### config.mk
export PLATFORM = sky130hd
export DESIGN_NAME = operating_watchdog_timer
export DESIGN_NICKNAME = d
export VERILOG_FILES = /design/src/wdt_pkg.sv /design/src/operating_watchdog_timer.sv /design/src/wdt_prescaler.sv
export VERILOG_INCLUDE_DIRS = /design/src
export SDC_FILE = /design/constraint.sdc
export NUM_CORES = 1
export LEC_CHECK = 0
export BUFFER_PORTS_ARGS = -buffer_cell sky130_fd_sc_hd__buf_2
export CAP_MARGIN = 5
export CORE_MARGIN = 3
export CORE_UTILIZATION = 53
export CTS_BUF_LIST = sky130_fd_sc_hd__clkbuf_8
export DETAILED_ROUTE_END_ITERATION = 12
export MAX_ROUTING_LAYER = met4
export PLACE_DENSITY = 0.87
export RECOVER_POWER = 25
export SLEW_MARGIN = 15
export SYNTH_ARGS = -nofsm -noshare
export SYNTH_HDL_FRONTEND = slang
export SYNTH_SLANG_ARGS = --single-unit
export TNS_END_PERCENT = 50
### constraint.sdc
create_clock -name clk_i -period 2.1 [get_ports clk_i]
set_input_delay 0.105 -clock clk_i [delete_from_list [all_inputs] [get_ports clk_i]]
set_output_delay 0.105 -clock clk_i [all_outputs]
set_load 0.03 [all_outputs]
### src/wdt_params.svh
// Constants for the operating watchdog: offsets, field positions,
// reset values and timing counts.
// Assumes the watchdog clock is the oscillator output clock, 100 MHz.
//
// Functional notes
// - Watchdog is a 6-bit free-running counter fed by a 12-stage prescaler.
// - Unserviced watchdog requests reset after 8176 or 262128 clock cycles.
// - Any write to the service address clears counter and prescaler 12-5.
// - Reading the service address returns the reset vector low byte.
// - Expiry drives reset pin 32 cycles if enabled and sets cause flag.
// - An executed STOP instruction clears the prescaler.
// - Power-on logic clears the prescaler 4096 cycles after power up.
// - Internal reset clears both the prescaler and the watchdog counter.
// - Disable bit 1 turns the watchdog off; 0 turns it on.
// - Expiry sets the cause flag, which raises an interrupt if its mask bit is set.
// - Watchdog is off in monitor mode with test voltage applied.
// - Watchdog keeps counting during wait mode.
// - Stop mode gates the clock off, so counting halts.
// - Watchdog is off during monitor break when break disable bit set.
// - STOP runs when stop enable is 1, else it is an illegal opcode.
// - Rate bit 1 selects the short timeout, 0 the long one.
// - Configuration accepts one write per reset, readable at any time.
`ifndef WDT_PARAMS_SVH
`define WDT_PARAMS_SVH

`define WDT_PRESC_W 12
`define WDT_PRESC_KEEP 4
`define WDT_CNT_W 6
`define WDT_TOTAL_W 18
`define WDT_SHORT_CYCLES 8176
`define WDT_LONG_CYCLES 262128
`define WDT_PIN_CYCLES 32
`define WDT_PIN_CNT_W 6
`define WDT_POR_CYCLES 4096
`define WDT_POR_CNT_W 13

`define WDT_ADDR_W 20
`define WDT_OFS_CONFIG 20'h00000
`define WDT_OFS_STATUS 20'h00004
`define WDT_OFS_MASK 20'h00008
`define WDT_OFS_COUNT 20'h0000C
`define WDT_SERVICE_INDEX 20'h0FFFF

`define WDT_CFG_RESET 4'h0
`define WDT_STAT_W 3
`define WDT_STAT_CAUSE 0
`define WDT_STAT_ILLSTOP 1
`define WDT_STAT_REFUSED 2

`endif

### src/wdt_pkg.sv
// Types shared by the watchdog modules.
// Assumes wdt_params.svh supplies the widths.
`include "wdt_params.svh"

package wdt_pkg;

   // Configuration bits, bit 0 at the bottom
   typedef struct packed {
      logic reset_pin_enable;
      logic stop_enable;
      logic wdt_rate_select;
      logic wdt_disable;
   } cfg_s;

   typedef enum logic [0:0] {
      POR_WAIT,
      POR_DONE
   } por_e;

   typedef struct packed {
      por_e por;
      logic [`WDT_POR_CNT_W-1:0] por_cnt;
      logic [`WDT_CNT_W-1:0] cop;
      cfg_s cfg;
      logic cfg_locked;
      logic [`WDT_STAT_W-1:0] status;
      logic [`WDT_STAT_W-1:0] mask;
      logic ack;
      logic [31:0] dat;
      logic irq;
      logic rst_req;
      logic pin_oe;
      logic pin_level;
      logic [`WDT_PIN_CNT_W-1:0] pin_cnt;
      logic stop_ok;
      logic stop_bad;
   } wdt_state_s;

endpackage : wdt_pkg

### src/operating_watchdog_timer.sv
// Operating watchdog with a classic Wishbone register slave.
// Assumes rst_i is the power-on reset and internal_rst_i comes from
// the system reset logic; mode inputs are synchronous to clk_i.
`timescale 1ns/10ps
`default_nettype none
`include "wdt_params.svh"

module operating_watchdog_timer #(
   parameter logic [7:0] VECTOR_LOW = 8'h00,   // Arbitrary vector byte
   parameter int POR_CYCLES = `WDT_POR_CYCLES
) (
   input wire logic clk_i,                     // Oscillator clock
   input wire logic rst_i,                     // Power-on reset
   input wire logic internal_rst_i,            // Internal reset
   input wire logic wb_cyc_i,                  // Bus cycle
   input wire logic wb_stb_i,                  // Bus strobe
   input wire logic wb_we_i,                   // Write enable
   input wire logic [`WDT_ADDR_W-1:0] wb_adr_i, // Byte address
   input wire logic [31:0] wb_dat_i,           // Write data
   input wire logic [3:0] wb_sel_i,            // Byte selects
   output logic [31:0] wb_dat_o,               // Read data
   output logic wb_ack_o,                      // Acknowledge
   input wire logic stop_exec_i,               // STOP instruction pulse
   input wire logic stop_mode_i,               // In stop mode
   input wire logic wait_mode_i,               // In wait mode
   input wire logic monitor_mode_i,            // Monitor mode
   input wire logic test_high_voltage_i,       // Test voltage on IRQ pin
   input wire logic break_active_i,            // Break interrupt active
   input wire logic break_wdt_disable_i,       // Break disable bit
   output logic wdt_reset_req_o,               // Reset request pulse
   output logic rst_pin_o,                     // Reset pin level
   output logic rst_pin_oe_o,                  // Reset pin drive enable
   output logic stop_ok_o,                     // STOP accepted pulse
   output logic stop_illegal_o,                // STOP illegal pulse
   output logic irq_o                          // Event interrupt
);

   // ------------------------------------------------------------
   // State and prescaler
   // ------------------------------------------------------------
   wdt_pkg::wdt_state_s st_reg;
   wdt_pkg::wdt_state_s st_next;

   logic [`WDT_PRESC_W-1:0] presc;
   logic presc_run;
   logic presc_clr_all;
   logic presc_clr_upper;

   wdt_prescaler #(
      .WIDTH(`WDT_PRESC_W),
      .KEEP(`WDT_PRESC_KEEP)
   ) u_presc (
      .clk_i(clk_i),
      .rst_i(rst_i),
      .run_i(presc_run),
      .clear_all_i(presc_clr_all),
      .clear_upper_i(presc_clr_upper),
      .count_o(presc)
   );

   // ------------------------------------------------------------
   // Decode and status terms
   // ------------------------------------------------------------
   localparam logic [`WDT_ADDR_W+1:0] SERVICE_WORD =
      {`WDT_SERVICE_INDEX, 2'b00};
   localparam logic [`WDT_ADDR_W-1:0] SERVICE_ADDR =
      SERVICE_WORD[`WDT_ADDR_W-1:0];
   localparam logic [`WDT_POR_CNT_W-1:0] POR_LAST =
      `WDT_POR_CNT_W'(POR_CYCLES - 1);
   localparam logic [`WDT_TOTAL_W-1:0] SHORT_LAST =
      `WDT_TOTAL_W'(`WDT_SHORT_CYCLES - 1);
   localparam logic [`WDT_TOTAL_W-1:0] LONG_LAST =
      `WDT_TOTAL_W'(`WDT_LONG_CYCLES - 1);
   localparam logic [`WDT_PIN_CNT_W-1:0] PIN_LOAD =
      `WDT_PIN_CNT_W'(`WDT_PIN_CYCLES);

   logic take;
   logic wr;
   logic rd;
   logic svc_wr;
   logic svc_rd;
   logic cfg_wr;
   logic active;
   logic expire;
   logic [`WDT_TOTAL_W-1:0] total;
   logic [`WDT_TOTAL_W-1:0] target;
   logic [`WDT_STAT_W-1:0] stat_set;
   logic [`WDT_STAT_W-1:0] stat_clr;

   assign take = wb_cyc_i && wb_stb_i && !st_reg.ack;
   assign wr = take && wb_we_i;
   assign rd = take && !wb_we_i;
   assign svc_wr = wr && (wb_adr_i == SERVICE_ADDR);
   assign svc_rd = rd && (wb_adr_i == SERVICE_ADDR);
   assign cfg_wr = wr && (wb_adr_i == `WDT_OFS_CONFIG) && wb_sel_i[0];

   // Watchdog counts only when enabled, not in stop mode and not held by a debug mode;
   // wait mode has no effect on it.
   assign active = !st_reg.cfg.wdt_disable
      && !(monitor_mode_i && test_high_voltage_i)
      && !(monitor_mode_i && break_active_i && break_wdt_disable_i)
      && !stop_mode_i;

   assign total = {st_reg.cop, presc};
   assign target = st_reg.cfg.wdt_rate_select ? SHORT_LAST
                                              : LONG_LAST;
   assign expire = active && (total == target) && !svc_wr
      && !internal_rst_i;

   // Prescaler control: stop gates the clock, STOP and resets clear it
   assign presc_run = !stop_mode_i;
   assign presc_clr_all = internal_rst_i
      || (stop_exec_i && st_reg.cfg.stop_enable)
      || (st_reg.por == wdt_pkg::POR_WAIT
          && st_reg.por_cnt == POR_LAST);
   assign presc_clr_upper = svc_wr;

   always_comb begin
      stat_set = '0;
      stat_set[`WDT_STAT_CAUSE] = expire;
      stat_set[`WDT_STAT_ILLSTOP] = stop_exec_i
         && !st_reg.cfg.stop_enable;
      stat_set[`WDT_STAT_REFUSED] = cfg_wr && st_reg.cfg_locked;
      stat_clr = '0;
      if (wr && (wb_adr_i == `WDT_OFS_STATUS) && wb_sel_i[0]) begin
         stat_clr = wb_dat_i[`WDT_STAT_W-1:0];
      end
   end

   // ------------------------------------------------------------
   // Next state
   // ------------------------------------------------------------
   always_comb begin
      st_next = st_reg;
      st_next.ack = take;
      st_next.rst_req = expire;
      st_next.stop_ok = stop_exec_i && st_reg.cfg.stop_enable;
      st_next.stop_bad = stop_exec_i && !st_reg.cfg.stop_enable;
      st_next.pin_level = 1'b0;

      // Power-on settle counter
      if (st_reg.por == wdt_pkg::POR_WAIT) begin
         if (st_reg.por_cnt == POR_LAST) begin
            st_next.por = wdt_pkg::POR_DONE;
         end else begin
            st_next.por_cnt = st_reg.por_cnt + 1'b1;
         end
      end

      // Watchdog counter
      if (internal_rst_i || svc_wr) begin
         st_next.cop = '0;
      end else if (active && (&presc)) begin
         st_next.cop = st_reg.cop + 1'b1;
      end

      // Configuration, one write per reset
      if (internal_rst_i) begin
         st_next.cfg = `WDT_CFG_RESET;
         st_next.cfg.reset_pin_enable = st_reg.cfg.reset_pin_enable;
         st_next.cfg_locked = 1'b0;
      end else if (cfg_wr && !st_reg.cfg_locked) begin
         st_next.cfg = wb_dat_i[3:0];
         st_next.cfg_locked = 1'b1;
      end

      // Sticky events, set wins over a clear in the same cycle
      st_next.status = (st_reg.status & ~stat_clr) | stat_set;
      if (wr && (wb_adr_i == `WDT_OFS_MASK) && wb_sel_i[0]) begin
         st_next.mask = wb_dat_i[`WDT_STAT_W-1:0];
      end
      st_next.irq = |(st_next.status & st_next.mask);

      // Reset pin stretch
      if (expire && st_reg.cfg.reset_pin_enable) begin
         st_next.pin_cnt = PIN_LOAD;
      end else if (st_reg.pin_cnt != '0) begin
         st_next.pin_cnt = st_reg.pin_cnt - 1'b1;
      end
      st_next.pin_oe = (st_next.pin_cnt != '0);

      // Register read data
      st_next.dat = '0;
      if (rd) begin
         if (svc_rd) begin
            st_next.dat = {24'h000000, VECTOR_LOW};
         end else if (wb_adr_i == `WDT_OFS_CONFIG) begin
            st_next.dat = {27'h0000000, st_reg.cfg_locked, st_reg.cfg};
         end else if (wb_adr_i == `WDT_OFS_STATUS) begin
            st_next.dat = {29'h00000000, st_reg.status};
         end else if (wb_adr_i == `WDT_OFS_MASK) begin
            st_next.dat = {29'h00000000, st_reg.mask};
         end else if (wb_adr_i == `WDT_OFS_COUNT) begin
            st_next.dat = {14'h0000, total};
         end else begin
            st_next.dat = '0;
         end
      end

      if (rst_i) begin
         st_next = '0;
         st_next.por = wdt_pkg::POR_WAIT;
         st_next.cfg = `WDT_CFG_RESET;
      end
   end

   always_ff @(posedge clk_i) begin
      st_reg <= st_next;
   end

   // ------------------------------------------------------------
   // Outputs
   // ------------------------------------------------------------
   assign wb_dat_o = st_reg.dat;
   assign wb_ack_o = st_reg.ack;
   assign wdt_reset_req_o = st_reg.rst_req;
   assign rst_pin_o = st_reg.pin_level;
   assign rst_pin_oe_o = st_reg.pin_oe;
   assign stop_ok_o = st_reg.stop_ok;
   assign stop_illegal_o = st_reg.stop_bad;
   assign irq_o = st_reg.irq;

   // Length of the current reset pin drive
   logic [7:0] oe_len;
   always_ff @(posedge clk_i) begin
      if (rst_i || !st_reg.pin_oe) begin
         oe_len <= 8'h00;
      end else if (oe_len != 8'hFF) begin
         oe_len <= oe_len + 8'h01;
      end
   end

   // Expiry points, worked out apart from the compare logic
   localparam logic [`WDT_TOTAL_W-1:0] CHK_SHORT_END =
      `WDT_TOTAL_W'(`WDT_SHORT_CYCLES - 1);
   localparam logic [`WDT_TOTAL_W-1:0] CHK_LONG_END =
      `WDT_TOTAL_W'(`WDT_LONG_CYCLES - 1);
endmodule : operating_watchdog_timer
`default_nettype wire

### src/wdt_prescaler.sv
// Prescaler stage chain ahead of the watchdog counter.
// Assumes clear requests arrive as single-cycle levels from the owner.
`timescale 1ns/10ps
`default_nettype none
`include "wdt_params.svh"

module wdt_prescaler #(
   parameter int WIDTH = `WDT_PRESC_W,
   parameter int KEEP = `WDT_PRESC_KEEP
) (
   input wire logic clk_i,                // Oscillator clock
   input wire logic rst_i,                // Synchronous reset
   input wire logic run_i,                // Count enable (clock gate)
   input wire logic clear_all_i,          // Clear every stage
   input wire logic clear_upper_i,        // Clear upper stages only
   output logic [WIDTH-1:0] count_o       // Stage values
);

   typedef struct packed {
      logic [WIDTH-1:0] count;
   } presc_s;

   presc_s st_reg;
   presc_s st_next;

   always_comb begin
      st_next = st_reg;
      if (rst_i || clear_all_i) begin
         st_next.count = '0;
      end else if (clear_upper_i) begin
         st_next.count = {{(WIDTH-KEEP){1'b0}}, st_reg.count[KEEP-1:0]};
      end else if (run_i) begin
         st_next.count = st_reg.count + 1'b1;
      end
   end

   always_ff @(posedge clk_i) begin
      st_reg <= st_next;
   end

   assign count_o = st_reg.count;

endmodule : wdt_prescaler
`default_nettype wire
==> impl_metrics.csv <==
group,metric,value,unit
outcome,outcome,"complete, no violations",
cells_and_area,fin_util,63.90,%
setup_path,slowest_delay,0.68,ns
timing,finClkSkew,0.008534,ns
synth,ys_seq_elements,73,
timing,finalCritPeriodShare,97.05,%
power_and_ir_drop,vdd_drop_max,0.5501,mV
timing,finalSetupViolCount,0,
cells_and_area,postLayoutCellArea,0.003895,mm^2
routing,drt-initial-drc-count,72,
cts,hold_buffers,0,
setup_path,crit_path_cell_trace,"or4b_2, o31ai_2, nand4_1, o211ai_1, nor2_1",
cells_and_area,antennaDiodeCount,0,
cts,htreeDepth,3,
synth,async_reset_ff_share,0,%
power_and_ir_drop,combinationalPowerShare,16.3,%
placed_design,io_buffers,60,
cells_and_area,fin_nets,516,
die,die_y,86.30,um
routing,num_vias,2771,
synth,ys_top_cells_by_area,"dfxtp_1, buf_4, nor2_1, xor2_1, mux2i_1",
synth,synth_seq_area_share,42.77,%
cts,clock_path_buffers,2,
power_and_ir_drop,power,0.003094,W
placed_design,dpl.hpwl,5.233,mm
power_and_ir_drop,p_int,0.002188,W
flow_run,cap_violations,0,
routing,wl_per_cell,13.52,um
synth,synth_edf_count,0,
synth,synth-main-ff-cell,"dfxtp_1",
die,start_util,56.06,%
cells_and_area,largest_reg_flops,37,
synth,yosysMostFrequentCell,"dfxtp_1",
die,pin_count,108,
setup_path,worstPathMaxFanout,5,
die,row_count,28,
cts,cts_buffers,9,
grt,grt_pass1_vias,2614,
power_and_ir_drop,netSwitchingFraction,29.30,%
synth,avgSynthCellArea,9.016,um^2
placed_design,placedInstanceArea,0.003712,mm^2
cells_and_area,drive_above_1_share,19.69,%
setup_path,required,2.33,ns
power_and_ir_drop,pwr-share-seq,48.8,%
synth,yosys.cell_types.count,49,
synth,yosysWarnings,0,
die,die-area,0.007447,mm^2
setup_path,endpoint_kind,"flip-flop",
setup_path,start_kind,"flip-flop",
power_and_ir_drop,p_clk_share,34.9,%
synth,syn_inst,379,
grt,antenna_found_initial,0,
setup_path,slowest_stage,"or4b_2",
routing,wl,7.056,mm
cts,cts_tree,"built",
setup_path,cp.arrival,2.27,ns
timing,hold_violations,0,
grt,overflow,0,
setup_path,path_buf_inv,0,
timing,whs,0.01719,ns
synth,syn_area,0.003417,mm^2
synth,synth_top_cell_by_area,"dfxtp_1",
timing,clock.fmax,490.7,MHz
die,die_w,86.30,um
setup_path,critPathKind,"reg -> reg",
timing,min_period,2.038,ns
routing,viasPerCell,5.308,
power_and_ir_drop,p_leak,1.530,nW
grt,grt_max_degree,30,
timing,drv_slew,0,
min_path,hp-class,"in -> reg",
power_and_ir_drop,p_sw,0.0009067,W
synth,synth_commonest_cells,"dfxtp_1, nor2_1, buf_4",
cts,clock_sinks,73,
die,core,0.006096,mm^2
cells_and_area,syn2layout_area_growth,13.99,%
routing,drc,0,
power_and_ir_drop,power_density,794.4,mW/mm^2
cts,insertion_delay,0.35,ns
setup_path,critical-path-top-delay-family,"simple AND/OR/NAND/NOR gates",
routing,drtAntennaViolNets,0,
routing,first_pass_iters,4,
grt,groute.usage.overall,20.38,%
synth,synth_top_area_share,42.77,%
grt,grt_pass1_wl,11.71,mm
cts,clock-root-buffer,"clkbuf_8",
cts,clk_pin_slew_worst_paths,0.08,ns
placed_design,globalplace.congestion,0.8287,
==> path summary, 6_finish.rpt <==
check,startpoint,end,slack [ns],depth (start not counted)
worst max-delay path,st_reg[61],st_reg[6],0.06,5
worst min-delay path,wb_dat_i[3],st_reg[55],0.02,3
worst max register to register,st_reg[61],st_reg[6],0.06,5
worst min register to register,st_reg[74],st_reg[74],0.45,1
==> worst reg2reg max path, delay by kind of cell (launching register included) <==
family,cells,cell delay (ns)
flip-flops,1,0.32
AO/OA/AOI/OAI,2,0.61
AND/OR/NAND/NOR,3,1.01
==> cells by family (layout without fill, tap and decap cells) <==
| family | Yosys count | count (layout) | synth area share [%] |
|---|---|---|---|
| xor+xnor | 27 | 27 | 6.921 |
| other cells | 1 | 15 | 0.1097 |
| compound gates | 36 | 36 | 6.848 |
| mux | 12 | 12 | 3.515 |
| flops | 73 | 73 | 42.77 |
| buf+inv | 49 | 103 | 9.264 |
| simple gates | 176 | 176 | 28.74 |
| fa+ha+maj | 5 | 5 | 1.831 |
==> power groups by stage <==
stage / Sequential (W) / Clock [W] / Combinational (W)
global route: 0.00152 / 0.00116 / 0.000565
detailed placement: 0.00154 / 0 / 0.000500
global placement: 0.00153 / 0 / 0.000474
CTS: 0.00151 / 0.00109 / 0.000505
floorplan: 0.00154 / 0 / 0.000378
finish: 0.00151 / 0.00108 / 0.000505
==> layer usage <==
layer  GRT usage (%)  vias up  wire length [um]
met5               -        -                 0
met2           33.99       94              3363
met4           6.232        0               123
met3           5.798       17               462
met1           23.89     1262              3106
li1                -     1398                 -
==> metrics by stage <==
step | cells | setup TNS, ns | setup slack, ns
after floorplan | 393 | 0 | 0.1094
after global placement | 505 | 0 | 0.01089
after detailed placement | 505 | 0 | 0.002237
after CTS | 521 | 0 | 0.01880
after global routing | 522 | -0.2388 | -0.06211
final | 522 | 0 | 0.06201
==> repair_timing <==
item / 4_1_cts / 5_1_grt
setup buffers: 0 / 1
resized for setup: 0 / 3
setup endpoints to repair: 0 / 6
==> cell usage in the layout (no fill, tap or decap), types with 13 or more instances in the layout <==
cell	count
nand4_1	13
conb_1	15
xor2_1	15
and2_1	14
nand2_1	24
buf_4	19
clkbuf_1	20
buf_2	40
dfxtp_1	73
nor2_1	61
==> area by class of cell <==
cell class	count	area (um^2)
Clock buffer	9	123.9
Fill cell	507	2201
Timing Repair Buffer	79	417.9
Clock inverter	7	71.32
Sequential cell	73	1461
Inverter	8	30.03
Tap cell	75	93.84
Multi-Input combinational cell	271	1697
Power figures use the tool's default switching activity.
